--- src/icm_pkg.sv ---
package icm_pkg;
  // ****************
  // sizes and timing
  // ****************
  localparam int NUM_IN = 8;
  localparam int CLK_HZ = 100_000_000;
  localparam int INTERVAL_MS = 128;
  localparam int INTERVAL_CYC = (CLK_HZ / 1000) * INTERVAL_MS;
  localparam int MISS_STD = 3;
  localparam int MISS_HIGH = 5;
  localparam int TOL_MUL = 41;
  localparam int TOL_SHIFT = 12;

  // ****************
  // register offsets
  // ****************
  localparam logic [7:0] ADR_CTRL = 8'h00;
  localparam logic [7:0] ADR_DIVR = 8'h04;
  localparam logic [7:0] ADR_VALID_A = 8'h08;
  localparam logic [7:0] ADR_LAT_A = 8'h0C;
  localparam logic [7:0] ADR_LAT_B = 8'h10;
  localparam logic [7:0] ADR_LAT_C = 8'h14;
  localparam logic [7:0] ADR_IEN_A = 8'h18;
  localparam logic [7:0] ADR_IEN_B = 8'h1C;
  localparam logic [7:0] ADR_ALARM = 8'h20;
  localparam logic [7:0] ADR_STATE = 8'h24;
  localparam logic [3:0] ADR_BKT_HI = 4'h3;
  localparam logic [1:0] ADR_CFG_HI = 2'h1;

  // ****************
  // field positions
  // ****************
  localparam int CTRL_INPUT_SELECT_A_MONITOR_ENABLE_BIT = 0;
  localparam int CTRL_PIN_BIT = 1;
  localparam int CTRL_NO_ACTIVITY_LOSS_OF_LOCK_BIT = 2;
  localparam int CTRL_POL_BIT = 3;
  localparam int CFG_MODE_LSB = 0;
  localparam int CFG_BKT_LSB = 2;
  localparam int CFG_HIGH_BIT = 4;
  localparam int CFG_HALVE_BIT = 5;
  localparam int CFG_LOW_BIT = 6;
  localparam int CFG_PER_LSB = 16;
  localparam int BKT_CAP_LSB = 0;
  localparam int BKT_DECL_LSB = 8;
  localparam int BKT_CLR_LSB = 16;
  localparam int BKT_DEC_LSB = 24;

  // ****************
  // reset values
  // ****************
  localparam logic [31:0] CTRL_RST = 32'h0000_0001;
  localparam logic [15:0] DIVR_RST = 16'h0000;
  localparam logic [31:0] CFG_RST = 32'h30D4_0000;
  localparam logic [31:0] PDIV_RST = 32'h0000_0000;
  localparam logic [31:0] BKT_RST = 32'h0001_080A;

  typedef enum logic [1:0] {
    MODE_DIRECT = 2'b00,
    MODE_EIGHT_KHZ_LOCK_SELECT = 2'b01,
    MODE_DIVIDE_RATIO = 2'b10,
    MODE_ALT = 2'b11
  } icm_mode_e;

  typedef enum logic [1:0] {
    MAIN_TRACK = 2'b00,
    MAIN_HOLD = 2'b01,
    MAIN_LOL = 2'b10
  } icm_main_e;
endpackage

--- src/icm_bkt_if.sv ---
`timescale 1ns/100ps
interface icm_bkt_if;
  logic tick;
  logic fill;
  logic [7:0] capacity;
  logic [7:0] declare;
  logic [7:0] clear_lvl;
  logic [1:0] decay;
  logic alarm;
  modport bucket(input tick, fill, capacity, declare, clear_lvl, decay,
                 output alarm);
  modport ctrl(output tick, fill, capacity, declare, clear_lvl, decay,
               input alarm);
endinterface

--- src/icm_bucket.sv ---
`timescale 1ns/100ps
module icm_bucket (
  input wire logic clk_i,
  input wire logic rst_i,
  icm_bkt_if.bucket bk
);
  logic [7:0] lvl_r;
  logic pend_r;
  logic [2:0] per_r;
  logic alarm_r;
  logic hit;
  logic [2:0] last;

  assign hit = pend_r | bk.fill;
  assign last = 3'((4'h1 << bk.decay) - 4'h1);
  assign bk.alarm = alarm_r;

  // at most one fill per interval, remembered until its end
  always_ff @(posedge clk_i) begin
    if (rst_i || bk.tick) begin
      pend_r <= 1'b0;
    end else if (bk.fill) begin
      pend_r <= 1'b1;
    end
  end

  always_ff @(posedge clk_i) begin
    if (rst_i) begin
      lvl_r <= 8'h00;
      per_r <= 3'h0;
    end else if (bk.tick) begin
      if (hit) begin
        per_r <= 3'h0;
        if (lvl_r < bk.capacity) begin
          lvl_r <= lvl_r + 8'h01;
        end else begin
          lvl_r <= bk.capacity;
        end
      end else if (per_r == last) begin
        per_r <= 3'h0;
        if (lvl_r != 8'h00) begin
          lvl_r <= lvl_r - 8'h01;
        end
      end else begin
        per_r <= per_r + 3'h1;
      end
    end
  end

  always_ff @(posedge clk_i) begin
    if (rst_i) begin
      alarm_r <= 1'b0;
    end else if (lvl_r >= bk.declare) begin
      alarm_r <= 1'b1;
    end else if (lvl_r <= bk.clear_lvl) begin
      alarm_r <= 1'b0;
    end
  end
endmodule

--- src/icm_input_mon.sv ---
`timescale 1ns/100ps
module icm_input_mon (
  input wire logic clk_i,
  input wire logic rst_i,
  input wire logic ref_i,
  input wire logic fall_i,
  input wire logic [31:0] cfg_i,
  input wire logic [15:0] pdiv_i,
  input wire logic [15:0] divide_ratio_i,
  output logic edge_o,
  output logic miss_o,
  output logic input_select_a_bad_o,
  output logic lock_tick_o
);
  logic [1:0] sync_r;
  logic ref_d_r;
  logic edge_w;
  logic [19:0] cnt_r;
  logic [15:0] per;
  logic [19:0] limit;
  logic [23:0] tol;
  logic [19:0] hi;
  logic [19:0] lo;
  logic [15:0] dcnt_r;
  logic [15:0] term;
  icm_pkg::icm_mode_e mode;

  assign per = cfg_i[icm_pkg::CFG_PER_LSB +: 16];
  assign mode = icm_pkg::icm_mode_e'(cfg_i[icm_pkg::CFG_MODE_LSB +: 2]);
  assign limit = {4'h0, per} * (cfg_i[icm_pkg::CFG_HIGH_BIT] ?
    20'(icm_pkg::MISS_HIGH) : 20'(icm_pkg::MISS_STD));
  assign tol = ({8'h00, per} * 24'(icm_pkg::TOL_MUL)) >> icm_pkg::TOL_SHIFT;
  assign hi = {4'h0, per} + tol[19:0];
  assign lo = {4'h0, per} - tol[19:0];

  // ref is asynchronous to clk_i
  always_ff @(posedge clk_i) begin
    if (rst_i) begin
      sync_r <= 2'b00;
      ref_d_r <= 1'b0;
    end else begin
      sync_r <= {sync_r[0], ref_i};
      ref_d_r <= sync_r[1];
    end
  end

  assign edge_w = fall_i ? (ref_d_r & ~sync_r[1]) : (~ref_d_r & sync_r[1]);

  always_ff @(posedge clk_i) begin
    if (rst_i) begin
      cnt_r <= 20'h0_0000;
      edge_o <= 1'b0;
      miss_o <= 1'b0;
      input_select_a_bad_o <= 1'b0;
    end else begin
      edge_o <= edge_w;
      miss_o <= ~edge_w && (cnt_r == limit);
      if (edge_w) begin
        cnt_r <= 20'h0_0001;
        input_select_a_bad_o <= (cnt_r < lo) || (cnt_r > hi);
      end else begin
        // a dead input keeps missing, so re-arm one period back
        if (cnt_r == limit) begin
          cnt_r <= limit - {4'h0, per} + 20'h0_0001;
        end else if (cnt_r != 20'hF_FFFF) begin
          cnt_r <= cnt_r + 20'h0_0001;
        end
        if (cnt_r > hi) begin
          input_select_a_bad_o <= 1'b1;
        end
      end
    end
  end

  // terminal count of the lock divider per locking mode
  always_comb begin
    unique case (mode)
      icm_pkg::MODE_DIRECT: term = {15'h0000, cfg_i[icm_pkg::CFG_HALVE_BIT]};
      icm_pkg::MODE_EIGHT_KHZ_LOCK_SELECT: term = cfg_i[icm_pkg::CFG_LOW_BIT] ?
                                   16'h0000 : pdiv_i;
      icm_pkg::MODE_DIVIDE_RATIO: term = divide_ratio_i;
      icm_pkg::MODE_ALT: term = pdiv_i;
    endcase
  end

  always_ff @(posedge clk_i) begin
    if (rst_i) begin
      dcnt_r <= 16'h0000;
      lock_tick_o <= 1'b0;
    end else begin
      lock_tick_o <= edge_w && (dcnt_r >= term);
      if (edge_w) begin
        dcnt_r <= (dcnt_r >= term) ? 16'h0000 : dcnt_r + 16'h0001;
      end
    end
  end
endmodule

--- src/icm_top.sv ---
`timescale 1ns/100ps
// Operation
// mode bits: 00 direct, 01 divide-to-8k, 10 divide-by-N, 11 alternate.
// software uses direct lock only at listed standard rates.
// direct lock at 155.52MHz halves the input to 77.76MHz.
// alternate direct pre-divides Ethernet rates to 31.25MHz or 5MHz.
// divide-to-8k mode divides reference to 8kHz for locking.
// 2k/4k inputs ignore the 8k select; never 8k mode at 5MHz.
// divide-by-N uses shared 16-bit value plus one.
// software keeps divide-by-N inputs at or below 155.52MHz.
// real-time valid per input; changes latch a flag and may interrupt.
// invalid inputs are excluded from selection for both loops.
// aux no-input flag set when aux loop has no valid input.
// inputs off by over 1% are invalid unless monitor disabled.
// each input picks one of four bucket configurations.
// bucket fills at most once per 128ms interval with missed cycles.
// bucket leaks once per 1/2/4/8 clean intervals, not on fill.
// declare level sets alarm and invalidates; clear level clears it.
// bucket saturates at its capacity.
// software keeps capacity >= declare > clear.
// each loop has a fast monitor for frequency and missing cycles.
// main no-activity enters mini-holdover, sets fail flag, optional pin.
// with loss-of-lock control off, resume nearest-edge tracking.
// with control on, enter loss-of-lock, flag it, relock phase/frequency.
// aux never sets fail flag; may drop lock and flag change.
// references are synchronised to the system clock first.
module icm_top #(
  parameter int INTERVAL_CYCLES = icm_pkg::INTERVAL_CYC
) (
  input wire logic clk_i,
  input wire logic rst_i,
  input wire logic wb_cyc_i,
  input wire logic wb_stb_i,
  input wire logic wb_we_i,
  input wire logic [7:0] wb_adr_i,
  input wire logic [3:0] wb_sel_i,
  input wire logic [31:0] wb_dat_i,
  output logic [31:0] wb_dat_o,
  output logic wb_ack_o,
  input wire logic [7:0] ref_clk_i,
  input wire logic [2:0] main_sel_i,
  input wire logic [2:0] aux_sel_i,
  input wire logic [7:0] aux_usable_i,
  output logic [7:0] ref_valid_o,
  output logic [7:0] lock_tick_o,
  output logic main_mini_holdover_o,
  output logic main_lol_o,
  output logic main_input_select_a_err_o,
  output logic aux_input_select_a_err_o,
  output logic aux_locked_o,
  output logic ref_fail_pin_o,
  output logic irq_o
);
  // ****************
  // registers
  // ****************
  logic [31:0] ctrl_r;
  logic [15:0] divide_ratio_r;
  logic [31:0] cfg_r [icm_pkg::NUM_IN];
  logic [15:0] pdiv_r [icm_pkg::NUM_IN];
  logic [31:0] bkt_r [4];
  logic [7:0] lat_a_r;
  logic [1:0] lat_b_r;
  logic [1:0] lat_c_r;
  logic [7:0] ien_a_r;
  logic [3:0] ien_b_r;
  logic [31:0] rd_nxt;
  logic ack_r;
  logic wr;
  logic [31:0] wmask;

  // ****************
  // monitors
  // ****************
  logic [7:0] edge_w;
  logic [7:0] miss_w;
  logic [7:0] fbad_w;
  logic [7:0] fbad_d_r;
  logic [7:0] alarm_w;
  logic [7:0] valid_w;
  logic [7:0] valid_r;
  logic [23:0] ivl_r;
  logic ivl_tick;
  logic input_select_a_monitor_enable;
  logic no_activity_loss_of_lock;
  icm_pkg::icm_main_e main_r;
  icm_pkg::icm_main_e main_nxt;
  logic aux_locked_r;
  logic aux_no_input;
  logic main_noact;
  logic aux_noact;
  logic selected_ref_fail_set;
  logic lol_set;
  logic aux_chg;

  function automatic logic [31:0] byte_mask(input logic [3:0] sel);
    logic [31:0] m;
    m = 32'h0000_0000;
    for (int b = 0; b < 4; b++) begin
      m[8*b +: 8] = {8{sel[b]}};
    end
    return m;
  endfunction

  function automatic logic [31:0] merge(input logic [31:0] old,
                                        input logic [31:0] nw,
                                        input logic [31:0] m);
    return (old & ~m) | (nw & m);
  endfunction

  assign input_select_a_monitor_enable = ctrl_r[icm_pkg::CTRL_INPUT_SELECT_A_MONITOR_ENABLE_BIT];
  assign no_activity_loss_of_lock = ctrl_r[icm_pkg::CTRL_NO_ACTIVITY_LOSS_OF_LOCK_BIT];
  assign wmask = byte_mask(wb_sel_i);
  // write lands on the edge where the master sees ack
  assign wr = wb_cyc_i & wb_stb_i & wb_we_i & ack_r;
  assign wb_ack_o = ack_r;

  // ****************
  // interval divider
  // ****************
  always_ff @(posedge clk_i) begin
    if (rst_i || ivl_tick) begin
      ivl_r <= 24'h00_0000;
    end else begin
      ivl_r <= ivl_r + 24'h00_0001;
    end
  end

  assign ivl_tick = (ivl_r == 24'(INTERVAL_CYCLES - 1));

  // ****************
  // per-input monitors
  // ****************
  for (genvar i = 0; i < icm_pkg::NUM_IN; i++) begin : g_in
    icm_bkt_if bk();
    logic [1:0] bsel;

    icm_input_mon u_mon (
      .clk_i(clk_i),
      .rst_i(rst_i),
      .ref_i(ref_clk_i[i]),
      .fall_i(ctrl_r[icm_pkg::CTRL_POL_BIT]),
      .cfg_i(cfg_r[i]),
      .pdiv_i(pdiv_r[i]),
      .divide_ratio_i(divide_ratio_r),
      .edge_o(edge_w[i]),
      .miss_o(miss_w[i]),
      .input_select_a_bad_o(fbad_w[i]),
      .lock_tick_o(lock_tick_o[i])
    );

    assign bsel = cfg_r[i][icm_pkg::CFG_BKT_LSB +: 2];
    assign bk.tick = ivl_tick;
    // frequency excursions count as bucket events too
    assign bk.fill = miss_w[i] | (input_select_a_monitor_enable & fbad_w[i] & ~fbad_d_r[i]);
    assign bk.capacity = bkt_r[bsel][icm_pkg::BKT_CAP_LSB +: 8];
    assign bk.declare = bkt_r[bsel][icm_pkg::BKT_DECL_LSB +: 8];
    assign bk.clear_lvl = bkt_r[bsel][icm_pkg::BKT_CLR_LSB +: 8];
    assign bk.decay = bkt_r[bsel][icm_pkg::BKT_DEC_LSB +: 2];
    assign alarm_w[i] = bk.alarm;

    icm_bucket u_bkt (
      .clk_i(clk_i),
      .rst_i(rst_i),
      .bk(bk)
    );

    assign valid_w[i] = ~alarm_w[i] & ~(input_select_a_monitor_enable & fbad_w[i]);
  end

  always_ff @(posedge clk_i) begin
    if (rst_i) begin
      fbad_d_r <= 8'h00;
      valid_r <= 8'h00;
    end else begin
      fbad_d_r <= fbad_w;
      valid_r <= valid_w;
    end
  end

  assign ref_valid_o = valid_r;
  assign aux_no_input = ~|(valid_r & aux_usable_i);

  // ****************
  // fast monitors
  // ****************
  assign main_noact = miss_w[main_sel_i];
  assign aux_noact = miss_w[aux_sel_i];

  always_ff @(posedge clk_i) begin
    if (rst_i) begin
      main_input_select_a_err_o <= 1'b0;
      aux_input_select_a_err_o <= 1'b0;
    end else begin
      main_input_select_a_err_o <= fbad_w[main_sel_i];
      aux_input_select_a_err_o <= fbad_w[aux_sel_i];
    end
  end

  always_comb begin
    main_nxt = main_r;
    selected_ref_fail_set = 1'b0;
    lol_set = 1'b0;
    unique case (main_r)
      icm_pkg::MAIN_TRACK: begin
        if (main_noact) begin
          selected_ref_fail_set = 1'b1;
          if (no_activity_loss_of_lock) begin
            main_nxt = icm_pkg::MAIN_LOL;
            lol_set = 1'b1;
          end else begin
            main_nxt = icm_pkg::MAIN_HOLD;
          end
        end
      end
      icm_pkg::MAIN_HOLD: begin
        if (edge_w[main_sel_i]) begin
          main_nxt = icm_pkg::MAIN_TRACK;
        end
      end
      icm_pkg::MAIN_LOL: begin
        if (edge_w[main_sel_i]) begin
          main_nxt = icm_pkg::MAIN_TRACK;
        end
      end
      default: main_nxt = icm_pkg::MAIN_TRACK;
    endcase
  end

  always_ff @(posedge clk_i) begin
    if (rst_i) begin
      main_r <= icm_pkg::MAIN_TRACK;
    end else begin
      main_r <= main_nxt;
    end
  end

  // holdover covers loss of lock too; the loop must not track a dead ref
  assign main_mini_holdover_o = (main_r != icm_pkg::MAIN_TRACK);
  // high selects phase/frequency relock, low nearest-edge tracking
  assign main_lol_o = (main_r == icm_pkg::MAIN_LOL);

  // aux loop: never touches the fail flag
  assign aux_chg = (no_activity_loss_of_lock & aux_noact & aux_locked_r) |
                   (edge_w[aux_sel_i] & ~aux_locked_r);

  always_ff @(posedge clk_i) begin
    if (rst_i) begin
      aux_locked_r <= 1'b0;
    end else if (no_activity_loss_of_lock && aux_noact) begin
      aux_locked_r <= 1'b0;
    end else if (edge_w[aux_sel_i]) begin
      aux_locked_r <= 1'b1;
    end
  end

  assign aux_locked_o = aux_locked_r;

  // ****************
  // latched status
  // ****************
  // hardware set wins over a same-cycle write-one clear
  always_ff @(posedge clk_i) begin
    if (rst_i) begin
      lat_a_r <= 8'h00;
      lat_b_r <= 2'b00;
      lat_c_r <= 2'b00;
    end else begin
      lat_a_r <= (lat_a_r & ~((wr && wb_adr_i == icm_pkg::ADR_LAT_A) ?
                 (wb_dat_i[7:0] & wmask[7:0]) : 8'h00))
                 | (valid_w ^ valid_r);
      lat_b_r <= (lat_b_r & ~((wr && wb_adr_i == icm_pkg::ADR_LAT_B) ?
                 (wb_dat_i[1:0] & wmask[1:0]) : 2'b00))
                 | {lol_set, selected_ref_fail_set};
      lat_c_r <= (lat_c_r & ~((wr && wb_adr_i == icm_pkg::ADR_LAT_C) ?
                 (wb_dat_i[1:0] & wmask[1:0]) : 2'b00))
                 | {aux_chg, aux_no_input};
    end
  end

  assign ref_fail_pin_o = ctrl_r[icm_pkg::CTRL_PIN_BIT] & lat_b_r[0];
  assign irq_o = |(lat_a_r & ien_a_r) |
                 |({lat_c_r, lat_b_r} & ien_b_r);

  // ****************
  // bus slave
  // ****************
  always_ff @(posedge clk_i) begin
    if (rst_i) begin
      ack_r <= 1'b0;
      wb_dat_o <= 32'h0000_0000;
    end else begin
      ack_r <= wb_cyc_i & wb_stb_i & ~ack_r;
      wb_dat_o <= rd_nxt;
    end
  end

  always_ff @(posedge clk_i) begin
    if (rst_i) begin
      ctrl_r <= icm_pkg::CTRL_RST;
      divide_ratio_r <= icm_pkg::DIVR_RST;
      ien_a_r <= 8'h00;
      ien_b_r <= 4'h0;
    end else if (wr) begin
      if (wb_adr_i == icm_pkg::ADR_CTRL) begin
        ctrl_r <= merge(ctrl_r, wb_dat_i, wmask) & 32'h0000_000F;
      end
      if (wb_adr_i == icm_pkg::ADR_DIVR) begin
        divide_ratio_r <= 16'(merge({16'h0000, divide_ratio_r}, wb_dat_i,
                                    wmask));
      end
      if (wb_adr_i == icm_pkg::ADR_IEN_A) begin
        ien_a_r <= 8'(merge({24'h00_0000, ien_a_r}, wb_dat_i, wmask));
      end
      if (wb_adr_i == icm_pkg::ADR_IEN_B) begin
        ien_b_r <= 4'(merge({28'h000_0000, ien_b_r}, wb_dat_i, wmask));
      end
    end
  end

  always_ff @(posedge clk_i) begin
    if (rst_i) begin
      for (int i = 0; i < icm_pkg::NUM_IN; i++) begin
        cfg_r[i] <= icm_pkg::CFG_RST;
        pdiv_r[i] <= icm_pkg::PDIV_RST[15:0];
      end
      for (int k = 0; k < 4; k++) begin
        bkt_r[k] <= icm_pkg::BKT_RST;
      end
    end else if (wr) begin
      if (wb_adr_i[7:6] == icm_pkg::ADR_CFG_HI) begin
        if (!wb_adr_i[2]) begin
          cfg_r[wb_adr_i[5:3]] <= merge(cfg_r[wb_adr_i[5:3]], wb_dat_i,
                                        wmask) & 32'hFFFF_007F;
        end else begin
          pdiv_r[wb_adr_i[5:3]] <= 16'(merge({16'h0000,
            pdiv_r[wb_adr_i[5:3]]}, wb_dat_i, wmask));
        end
      end
      if (wb_adr_i[7:4] == icm_pkg::ADR_BKT_HI) begin
        bkt_r[wb_adr_i[3:2]] <= merge(bkt_r[wb_adr_i[3:2]], wb_dat_i,
                                      wmask) & 32'h03FF_FFFF;
      end
    end
  end

  always_comb begin
    rd_nxt = 32'h0000_0000;
    if (wb_adr_i[7:6] == icm_pkg::ADR_CFG_HI) begin
      rd_nxt = wb_adr_i[2] ? {16'h0000, pdiv_r[wb_adr_i[5:3]]}
                           : cfg_r[wb_adr_i[5:3]];
    end else if (wb_adr_i[7:4] == icm_pkg::ADR_BKT_HI) begin
      rd_nxt = bkt_r[wb_adr_i[3:2]];
    end else begin
      unique case (wb_adr_i)
        icm_pkg::ADR_CTRL: rd_nxt = ctrl_r;
        icm_pkg::ADR_DIVR: rd_nxt = {16'h0000, divide_ratio_r};
        icm_pkg::ADR_VALID_A: rd_nxt = {24'h00_0000, valid_r};
        icm_pkg::ADR_LAT_A: rd_nxt = {24'h00_0000, lat_a_r};
        icm_pkg::ADR_LAT_B: rd_nxt = {30'h0000_0000, lat_b_r};
        icm_pkg::ADR_LAT_C: rd_nxt = {30'h0000_0000, lat_c_r};
        icm_pkg::ADR_IEN_A: rd_nxt = {24'h00_0000, ien_a_r};
        icm_pkg::ADR_IEN_B: rd_nxt = {28'h000_0000, ien_b_r};
        icm_pkg::ADR_ALARM: rd_nxt = {24'h00_0000, alarm_w};
        icm_pkg::ADR_STATE: rd_nxt = {29'h0000_0000, aux_locked_r,
                                      main_lol_o, main_mini_holdover_o};
        default: rd_nxt = 32'h0000_0000;
      endcase
    end
  end
endmodule

--- config.mk ---
export PLATFORM = sky130hd
export DESIGN_NAME = icm_top
export DESIGN_NICKNAME = d
export VERILOG_FILES = /design/src/icm_pkg.sv /design/src/icm_bkt_if.sv /design/src/icm_bucket.sv /design/src/icm_input_mon.sv /design/src/icm_top.sv
export SDC_FILE = /design/constraint.sdc
export NUM_CORES = 2
export LEC_CHECK = 0
export BUFFER_PORTS_ARGS = -buffer_cell sky130_fd_sc_hd__buf_2
export CAP_MARGIN = 20
export CORE_ASPECT_RATIO = 0.75
export CORE_MARGIN = 3
export CORE_UTILIZATION = 50
export DETAILED_ROUTE_END_ITERATION = 16
export GPL_TIMING_DRIVEN = 0
export HOLD_SLACK_MARGIN = 0.05
export PLACE_DENSITY = 0.71
export SLEW_MARGIN = 20
export SYNTH_ARGS = -nofsm -noshare
export SYNTH_HDL_FRONTEND = slang
export SYNTH_SLANG_ARGS = --single-unit
--- constraint.sdc ---
create_clock -name clk_i -period 12.2 [get_ports clk_i]
set_input_delay 2.44 -clock clk_i [delete_from_list [all_inputs] [get_ports clk_i]]
set_output_delay 2.44 -clock clk_i [all_outputs]
set_load 0.005 [all_outputs]
==> metrics.md <==
| Metric | Value |
|---|---|
| Outcome | `complete, no violations` |
| Critical Path End Type | `flip-flop` |
| CP Launch Type | `flip-flop` |
| Number of DRC markers in iteration 0 | `12981` |
| Initial Utilization | `50.7%` |
| Worst hold start | `g_in[6].u_mon.sync_r[0]$_SDFF_PP0_` |
| GPL Wtd Cong | `1.08` |
| Fmax | `119 MHz` |
| Worst-path clk slew | `80 ps` |
| Vias | `98763` |
| RR Startpoint | `cfg_r[5][10]$_SDFFCE_PN0P_` |
| Register area share after synthesis | `22.8%` |
| Final Hold Vio Count | `0` |
| Bufs on Longest Clock Path | `3` |
| EDFF count, synth | `416` |
| Clock share of power | `31.2%` |
| Power per cell area | `102 mW/mm^2` |
| Comb power frac | `37.2%` |
| Critical Path Fanout Max | `8` |
| DRC | `0` |
| Fin cells | `14980` |
| Total power | `11.6 mW` |
| Least-Margin Pin Slew | `1320 ps` |
| Initial antenna violation count | `38` |
| Final worst-path cycle share | `68.8%` |
| Most used cell, CP | `o21ai_0` |
| Vias in the first global route | `91356` |
| Share of cells above drive strength 1 | `7.59%` |
| H-tree levels | `3` |
| Pre-antenna DRT Iters | `12` |
| Post-route setup TNS | `0 ps` |
| Placed insts | `14735` |
| Syn Area/Cell | `8.88 um^2` |
| Clock insertion delay at the later pin of the skew report | `810 ps` |
| Slew HR | `11.4%` |
| Slew Limit Fails | `0` |
| GRT Total Usage | `37.8%` |
| Cells after Synth | `11803` |
| Synthesized flop and latch total | `986` |
| Setup WS pre-CTS | `4030 ps` |
| Reg power frac | `31.6%` |
| Die area | `0.215 mm^2` |
| Routed WL | `425000 um` |
| Total gr overflow | `0` |
| Worst EP arrival | `8930 ps` |
| # clock sinks | `986` |
| Area grow syn2layout | `8.37%` |
| Die height | `403 um` |
| Fin crit period | `8390 ps` |
| Top FF cell, synth | `dfxtp_1` |
| CTS root buf | `clkbuf_16` |
| MaxCap Viol Count | `0` |
| Asr flop ratio synth | `0%` |
| Nets | `13981` |
| Die W | `535 um` |
| Unrepaired setup endpoints after global routing | `no` |
| Antenna Violating Nets Remaining | `0` |
| CTS resizes | `0` |
| Floorplan row count | `144` |
| Cell-internal power | `7.25 mW` |
| Setup ws final | `3810 ps` |
| First-pass GRT wire length | `608000 um` |
| Setup Skew | `62.8 ps` |
| I/O pin cnt | `127` |
| CTS tree | `done` |
| Hold buffer count at CTS | `0` |
| Yosys Warn Count | `0` |
| Leak | `48.3 nW` |
| Sw Share | `37.6%` |
| Switch Pwr | `4.38 mW` |
| Worst VDD drop | `130 uV` |
| CP max stage delay | `750 ps` |
| Post-DP HPWL | `342000 um` |
| Cell area after synthesis | `0.105 mm^2` |
| Post-synth cell types | `103` |
| Setup violations, final | `0` |
| Crit path max-delay cell type | `edfxtp_1` |
| Kind of critical path | `flip-flop to flip-flop` |
| Hold Crit Class | `flip-flop to flip-flop` |
| WL per Instance | `28.4 um` |
| Setup crit start | `cfg_r[5][10]$_SDFFCE_PN0P_` |
| CP required | `12740 ps` |
| Core Footprint | `0.207 mm^2` |
| Port Buf Inserts | `118` |
| Setup bufs post-CTS | `0` |
| Inserted Clock Buffers | `110` |
| Largest net degree at the start of global routing | `24` |
| Avg Vias per Cell | `6.59` |
==> state kept, by name, summed over array words and instances (netlist names), 16 cells and up, named ones only <==
register / flops
bkt_r: 104
g_in.u_mon.dcnt_r: 128
pdiv_r: 128
g_in.u_bkt.lvl_r: 64
cfg_r: 184
g_in.u_bkt.per_r: 24
ivl_r: 24
g_in.u_mon.sync_r: 16
g_in.u_mon.cnt_r: 160
wb_dat_o: 32
==> worst paths after layout <==
kind                                                     endpoint  slack (ps)  cells past startpoint
setup / recovery  g_in[5].u_mon.input_select_a_bad_o$_SDFFE_PP0P_        3810                     31
hold / removal                 g_in[6].u_mon.sync_r[1]$_SDFF_PP0_         440                      1
setup reg to reg  g_in[5].u_mon.input_select_a_bad_o$_SDFFE_PP0P_        3810                     31
hold reg to reg                g_in[6].u_mon.sync_r[1]$_SDFF_PP0_         440                      1
==> per-layer routing <==
metal | up-vias | share of wire (%) | track usage [%] | wire length (um)
met2 | 6017 | 38 | 50.9 | 163000
li1 | 44066 | - | - | -
met1 | 47820 | 42 | 52.5 | 178000
met4 | 10 | 4.1 | 13.2 | 17200
met3 | 850 | 16 | 17.0 | 66000
met5 | - | 0.11 | 1.69 | 479
==> cell usage in the layout (no fill, tap or decap), types with 139 or more instances in the layout <==
| cell type | Yosys | routed |
|---|---|---|
| mux2_2 | 139 | 139 |
| nand2b_1 | 155 | 155 |
| buf_2 | 35 | 160 |
| clkbuf_1 | 538 | 534 |
| o21a_1 | 139 | 139 |
| xor2_1 | 326 | 326 |
| edfxtp_1 | 416 | 416 |
| and3_1 | 180 | 180 |
| nand2_1 | 717 | 707 |
| xnor2_1 | 585 | 585 |
| nor2b_1 | 202 | 202 |
| mux4_2 | 242 | 242 |
| a211oi_1 | 146 | 146 |
| a22oi_1 | 301 | 301 |
| a31oi_1 | 165 | 165 |
| nand4_1 | 197 | 197 |
| nor2_1 | 972 | 971 |
| a21oi_1 | 648 | 648 |
| ha_1 | 1723 | 1723 |
| dfxtp_1 | 570 | 570 |
| o21ai_0 | 560 | 555 |
| inv_1 | 658 | 658 |
| a21o_1 | 253 | 253 |
| nand3_1 | 336 | 336 |
| nor3_1 | 221 | 219 |
==> critical path, delay by kind of cell, from the launching register on <==
| kind | cells | cell delay [ps] |
|---|---|---|
| adder cells (fa/ha/maj) | 6 | 2120 |
| buffers and inverters | 1 | 150 |
| AO/OA/AOI/OAI | 18 | 4000 |
| flip-flops | 1 | 750 |
| AND/OR/NAND/NOR | 4 | 620 |
| XOR/XNOR | 2 | 480 |
==> cell usage after synthesis, drive strengths merged, types with 27 or more instances <==
master,instances,area [um^2]
ha,1723,21600
nor2,973,3660
nand2,719,2710
inv,661,2480
a21oi,649,3250
xnor2,585,5120
o21ai,575,2880
dfxtp,570,11400
clkbuf,540,2030
edfxtp,416,12500
nand3,336,1680
xor2,326,2860
a22oi,302,2270
a21o,253,1900
mux4,242,5450
nor3,221,1110
nor2b,202,1260
nand4,198,1240
and3,180,1130
a31oi,165,1030
nand2b,155,970
a211oi,149,1130
mux2,140,1580
o21a,139,1040
mux2i,117,1170
buf,116,521
fa,112,2240
o21bai,96,721
nor4,80,507
and2,72,450
a311oi,66,578
o211ai,55,413
or3,54,338
o31ai,43,323
a2111oi,33,340
nor3b,32,240
a221oi,29,254
and4,29,254
a22o,27,236
nand3b,27,203
o2111ai,27,236
==> final cells by class <==
| cell class | count | area, um^2 |
|---|---|---|
| repair buffers | 153 | 1120 |
| clock buffers | 141 | 2970 |
| diodes | 33 | 82.6 |
| inverters | 667 | 2500 |
| multi-input cells | 9501 | 76200 |
| fillers | 18763 | 93400 |
| plain buffers | 656 | 2590 |
| clock inverters | 69 | 797 |
| flip-flops and latches | 986 | 23900 |
| well taps | 2774 | 3470 |
==> kinds of logic after synthesis <==
kind of cell | Yosys count | share of synthesized area [%]
and+or+nand+nor | 3352 | 15.6
AOI/OAI and AO/OA | 2868 | 18.1
adders and majority gates | 1835 | 22.7
buffers and inverters | 1323 | 4.82
DFF | 986 | 22.8
xor gates and xnor gates | 939 | 8.22
muxes | 499 | 7.82
other | 1 | 0.00358
==> power by group through the flow <==
stage | Clock, mW | Sequential [mW] | Combinational [mW]
final | 3.62 | 3.67 | 4.33
after global routing | 3.73 | 3.67 | 4.77
after CTS | 3.62 | 3.66 | 4.24
after detailed placement | 0 | 3.73 | 4.19
after global placement | 0 | 3.73 | 4.03
after floorplan | 0 | 3.63 | 3.12
==> metrics by stage <==
stage	cell area (um^2)	util (%)	hold WS [ps]
4_1_cts	114000	54.8	444
3_5_place_dp	110000	53.0	431
2_1_floorplan	105000	-	414
5_1_grt	114000	54.9	464
6_report	114000	54.9	444
3_3_place_gp	109000	52.6	423
No activity file was read; power rests on OpenSTA's default activity.
